--- config.mk ---
export PLATFORM = sky130hd
export DESIGN_NAME = fspc_ctrl
export DESIGN_NICKNAME = d
export VERILOG_FILES = /design/src/fspc_pkg.sv /design/src/fspc_ctrl.sv
export SDC_FILE = /design/constraint.sdc
export NUM_CORES = 1
export LEC_CHECK = 0
export ABC_AREA = 0
export BUFFER_PORTS_ARGS = -buffer_cell sky130_fd_sc_hd__buf_2
export CAP_MARGIN = 5
export CORE_MARGIN = 3
export CORE_UTILIZATION = 25
export CTS_CLUSTER_DIAMETER = 50
export DETAILED_ROUTE_END_ITERATION = 10
export HOLD_SLACK_MARGIN = 0.1
export PLACE_DENSITY = 0.7
export SLEW_MARGIN = 20
export SYNTH_ARGS = -nofsm -noshare
export SYNTH_HDL_FRONTEND = slang
export SYNTH_SLANG_ARGS = --single-unit
--- constraint.sdc ---
create_clock -name clk -period 0.97 [get_ports clk]
set_input_delay 0.194 -clock clk [delete_from_list [all_inputs] [get_ports clk]]
set_output_delay 0.194 -clock clk [all_outputs]
set_load 0.05 [all_outputs]
--- src/fspc_pkg.sv ---
// Summary of operation
// - Unmasked interrupt while enabled suspends rewrite; rewrite resumes once mode restored.
// - Interrupt response latency differs while in self programming mode.
// - Normal power mode permits rewriting of the program area.
// - Low power mode permits data area rewrites only, refuses program area.
// - Data written in low power mode is unreadable in normal power mode.
// - Written blocks cannot be overwritten; erase the block before writing.
// - Mode control register accepts single-bit and whole-byte writes.
// - Any reset clears the mode control register to zero.
// - Bit 0 selects normal (0) or self programming (1); bits 7..1 are zero.
// - With enable bit 0 the rewrite circuit stays inactive; flash unchanged.
package fspc_pkg;
  localparam logic [15:0] SPMC_ADDR   = 16'hff2b;
  localparam logic [7:0]  SPMC_RESET  = 8'h00;
  localparam int          EN_BIT      = 0;
  localparam logic [2:0]  BIT_IDX_W   = 3'h0;

  // Flash operation request from the rewrite firmware
  typedef struct packed {
    logic       erase;
    logic       write;
    logic       prog_area;
    logic       lp_written;
    logic       blank;
  } fspc_req_t;

  // Gated strobes toward the flash array
  typedef struct packed {
    logic       erase;
    logic       write;
  } fspc_cmd_t;

  typedef enum logic [1:0] {
    ST_NORMAL,
    ST_ACTIVE,
    ST_SUSPEND
  } fspc_state_t;
endpackage

--- src/fspc_ctrl.sv ---
`timescale 1ns/1ps
module fspc_ctrl (
  // Clock and reset
  input  wire logic                 clk,
  input  wire logic                 resetn,
  // CPU special function register access
  input  wire logic [15:0]          sfr_addr,
  input  wire logic                 sfr_wr_byte,
  input  wire logic                 sfr_wr_bit,
  input  wire logic [2:0]           sfr_bit_idx,
  input  wire logic [7:0]           sfr_wdata,
  output logic      [7:0]           sfr_rdata,
  // System state
  input  wire logic                 global_interrupt_enable_flag,
  input  wire logic                 irq_unmasked,
  input  wire logic                 irq_return,
  input  wire logic                 low_power_mode,
  input  wire fspc_pkg::fspc_req_t  flash_req,
  // Toward flash array and CPU
  output fspc_pkg::fspc_cmd_t       flash_cmd,
  output logic                      rewrite_refused,
  output logic                      irq_branch,
  output logic                      self_prog_mode,
  output logic                      lp_read_block
);

  logic                  rewrite_enable_bit_ff;
  logic                  nxt_enable;
  fspc_pkg::fspc_state_t state_ff;
  fspc_pkg::fspc_state_t nxt_state;
  fspc_pkg::fspc_cmd_t   flash_cmd_ff;
  logic                  refused_ff;
  logic                  hit;
  logic                  allowed;

  assign hit = (sfr_addr == fspc_pkg::SPMC_ADDR);

  // Bit writes to bits 7..1 simply fall away
  always_comb begin
    nxt_enable = rewrite_enable_bit_ff;
    if (hit && sfr_wr_byte) begin
      nxt_enable = sfr_wdata[fspc_pkg::EN_BIT];
    end else if (hit && sfr_wr_bit && sfr_bit_idx == fspc_pkg::BIT_IDX_W) begin
      nxt_enable = sfr_wdata[fspc_pkg::EN_BIT];
    end
  end

  always_ff @(posedge clk or negedge resetn) begin
    if (!resetn) begin
      rewrite_enable_bit_ff <= fspc_pkg::SPMC_RESET[fspc_pkg::EN_BIT];
    end else begin
      rewrite_enable_bit_ff <= nxt_enable;
    end
  end

  // Upper bits come from the reset constant, so they can never read back nonzero
  assign sfr_rdata = {fspc_pkg::SPMC_RESET[7:1], rewrite_enable_bit_ff};

  // Suspend on interrupt, resume once the handler returns with mode still set
  always_comb begin
    nxt_state = state_ff;
    case (state_ff)
      fspc_pkg::ST_NORMAL: begin
        if (rewrite_enable_bit_ff) nxt_state = fspc_pkg::ST_ACTIVE;
      end
      fspc_pkg::ST_ACTIVE: begin
        if (!rewrite_enable_bit_ff) nxt_state = fspc_pkg::ST_NORMAL;
        else if (global_interrupt_enable_flag && irq_unmasked) begin
          nxt_state = fspc_pkg::ST_SUSPEND;
        end
      end
      fspc_pkg::ST_SUSPEND: begin
        if (!rewrite_enable_bit_ff) nxt_state = fspc_pkg::ST_NORMAL;
        else if (irq_return) nxt_state = fspc_pkg::ST_ACTIVE;
      end
      default: nxt_state = fspc_pkg::ST_NORMAL;
    endcase
  end

  always_ff @(posedge clk or negedge resetn) begin
    if (!resetn) begin
      state_ff <= fspc_pkg::ST_NORMAL;
    end else begin
      state_ff <= nxt_state;
    end
  end

  // Branch taken the cycle the request is seen, skipping normal fetch path
  assign irq_branch = (state_ff == fspc_pkg::ST_ACTIVE)
                   && (nxt_state == fspc_pkg::ST_SUSPEND);
  assign self_prog_mode = rewrite_enable_bit_ff;

  // Program area locked in low power; overwrite of a written block refused
  // Enable checked directly too, so a clear blocks the very next request
  assign allowed = (state_ff == fspc_pkg::ST_ACTIVE)
                 && rewrite_enable_bit_ff
                 && !(low_power_mode && flash_req.prog_area)
                 && !(flash_req.write && !flash_req.blank);

  always_ff @(posedge clk or negedge resetn) begin
    if (!resetn) begin
      flash_cmd_ff <= '0;
      refused_ff   <= 1'b0;
    end else begin
      flash_cmd_ff.erase <= flash_req.erase && allowed;
      flash_cmd_ff.write <= flash_req.write && allowed;
      refused_ff         <= (flash_req.erase || flash_req.write) && !allowed;
    end
  end

  assign flash_cmd       = flash_cmd_ff;
  assign rewrite_refused = refused_ff;
  assign lp_read_block   = !low_power_mode && flash_req.lp_written;
endmodule

==> results by group <==
Run status
  – Status: finished, violations left
  – Failing checks: negative setup slack

Drt
  – Number of vias per cell: ~4.2
  – Detailed Route Iter0 Violations: 0
  – Via Count: 434
  – Final ANT Viol Nets: 0
  – DRC errors left: 0
  – Drt wl/cell: 11.05 µm
  – Routed Wire Length: 1138 µm
  – First-pass DRT Iterations: 1

Synthesis
  – Synthesized flop and latch total: 6
  – Post-synth top area share: between 40% and 50%
  – Post-synthesis sequential area ratio: 40.40%
  – Synth area leaders: dfrtp_1 (40%), buf_4 (16%), and2_1 (3.4%)
  – Syn Area/Cell: around 9.5 µm²
  – Synth cell types: 20
  – Synth Warn #: 0
  – Biggest area consumer among synthesized cells: dfrtp_1
  – Syn Inst Count: 39
  – Post-synthesis cell area: approximately 370 µm²

Layout
  – Share of layout cells above drive strength 1: 62.50%
  – Layout Nets: 129
  – Area growth syn-to-layout: 100.0%
  – Fin util: a little under three fifths
  – Antenna fix cells: 0
  – Commonest non-fill, non-tap cells in the layout: buf_2 (31), conb_1 (7), buf_6 (6), buf_4 (6), dfrtp_1 (5)
  – Commonest non-fill, non-tap cell in the layout: buf_2
  – # fillers: 128
  – Layout Cell Area excl Fill: 743.2 µm²

Timing
  – Final Hold Slack: around 0.15 ns
  – Hold Vio Cnt, Final: 0
  – Setup Viol. Count Final: 8
  – Final min period: approximately 1.3 ns
  – Final Slew Violations: 0
  – Setup TNS: -1.842 ns
  – Clk_skew: 0.008040 ns
  – Tcrit/Tclk final: 137.9%
  – Achievable clock frequency: 747.5 MHz
  – RSZ-0062 raised after global routing: yes
  – Setup slack after layout: -0.3677 ns

Critical path
  – Max FO, Critical Path: 2
  – Arrival @ worst endpoint: 1.14 ns
  – Type of the worst setup path: flip-flop to output port
  – CP endpoint kind: output port
  – Startpoint Class: flip-flop
  – Worst EP required: 0.78 ns

Clock tree
  – Clock latency on the worst-skew pair: 0.25 ns
  – CTS root buf: clkbuf_4
  – Maximum clock path buffer count: 2
  – Num Clock Sinks: 6
  – Clock Pin Slew Worst Setup and Hold Paths: 0.05 ns
  – Cts bufs inserted: 3
  – CTS tree: built
  – H-tree depth: 1

Place
  – Placed cell area: ~600 µm²
  – Port bufs: 39
  – Final Wtd Congestion: around 0.64
  – Detailed Place HPWL: 869 µm

Power
  – Static leakage: 0.0004072 µW
  – Power Dens Cells: 931.8 nW/µm²
  – Peak VDD IR: 471.9 µV

Global route
  – Top Usage Layer GRT: met2
  – Met2 Track Usage GR: 21.20%
  – Antenna violations before repair: 0
  – GRT overflow: 0
  – Met1 usage: a little over an eighth
  – Met3 GRT Util: 3.659%
  – First-pass GRT wire length: about 1800 µm
  – Vias in the first global route: between 400 and 500
  – Largest net degree at the start of global routing: 7
  – Global-route usage over all layers: 12.80%

Die
  – Rows: 13
  – Initial core utilization: between 20% and 30%
  – # IOs: between 50 and 60
  – Die W: 44.56 µm
  – Die area: 1985 µm²
  – Die Y: 44.56 µm
  – Core area: 1350 µm²

Worst hold path
  – Worst hold path type: primary input to flip-flop

Job
  – Max_cap viols: 0
==> critical path, stage by stage (launching register included) <==
cell      delay, ns
dfrtp_1        0.37
nand3b_1       0.23
nor2_4         0.14
buf_8          0.15
==> power by group <==
part	total, µW	internal [µW]	switching [µW]
Combinational	183	68.1	115
Clock	255	156	99.1
Sequential	254	253	0.911
Total	693	478	215
==> cells in the mapped netlist, drive strengths merged <==
cell type  count
nor2b          1
a41o           1
nand3b         1
o21a           1
nor4b          1
conb           1
o21ai          1
nand4b         1
inv            3
buf            8
nand2          1
nor2           3
nand4          2
or4b           1
a21oi          2
and2           2
nor4           1
a221oi         1
mux2           1
dfrtp          6
==> path summary, 6_finish.rpt <==
| check | endpoint | start | cells past startpoint | slack [ns] |
|---|---|---|---|---|
| max | irq_branch | state_ff[1]$_DFF_PN0_ | 3 | -0.37 |
| max reg2reg | flash_cmd[1]$_DFF_PN0_ | state_ff[1]$_DFF_PN0_ | 4 | -0.25 |
| min | self_prog_mode$_DFFE_PN0P_ | sfr_wdata[0] | 2 | 0.15 |
| min reg2reg | state_ff[1]$_DFF_PN0_ | state_ff[1]$_DFF_PN0_ | 2 | 0.65 |
| min in group asynchronous | state_ff[0]$_DFF_PN0_ | resetn | 2 | 0.29 |
| max in group asynchronous | self_prog_mode$_DFFE_PN0P_ | resetn | 2 | 0.53 |
==> through the flow <==
| stage | instances | setup slack, ns | power (µW) |
|---|---|---|---|
| 5_1_grt | 103 | -0.4469 | 733.5 |
| 2_1_floorplan | 45 | -0.3949 | 370.1 |
| 6_report | 103 | -0.3677 | 692.5 |
| 3_3_place_gp | 95 | -0.5102 | 419.4 |
| 4_1_cts | 103 | -0.3599 | 695.0 |
| 3_5_place_dp | 95 | -0.5313 | 421.6 |
==> routing by layer <==
| layer | up-vias | routed length, µm | share of wire [%] |
|---|---|---|---|
| li1 | 220 | - | - |
| met3 | 3 | 102 | 9.0 |
| met1 | 189 | 357 | 31 |
| met2 | 22 | 650 | 57 |
| met4 | 0 | 28 | 2.5 |
| met5 | - | 0 | 0 |
==> registers in the layout, indices dropped and copies added, names as in the netlist <==
| register | flops |
|---|---|
| flash_cmd | 2 |
| state_ff | 2 |
| rewrite_refused | 1 |
| self_prog_mode | 1 |
==> what timing repair did <==
item / in CTS / in global routing
setup buffers: 3 / 0
gates resized for setup: 17 / 4
hold endpoints to repair: 6 / 0
setup endpoints to repair: 11 / 11
hold buffers: 1 / 0
pin swaps: 2 / 1
==> kinds of logic (layout without fill, tap and decap cells) <==
family / count (synthesis) / count (layout) / share of synthesized area (%)
AND/OR/NAND/NOR: 14 / 14 / 25.25
buffers and inverters: 11 / 54 / 19.19
AO/OA/AOI/OAI: 6 / 6 / 11.11
flip-flops: 6 / 6 / 40.40
other: 1 / 7 / 1.009
multiplexers: 1 / 1 / 3.030
==> final cells by class <==
type,instances,area [µm²],area share [%]
repair buffers,47,322.8,43.43
multi-input cells,28,212.7,28.62
flip-flops and latches,6,151.4,20.37
clock buffers,4,26.28,3.535
well taps,15,18.77,2.525
inverters,3,11.26,1.515
(Power assumes the default switching activity.)
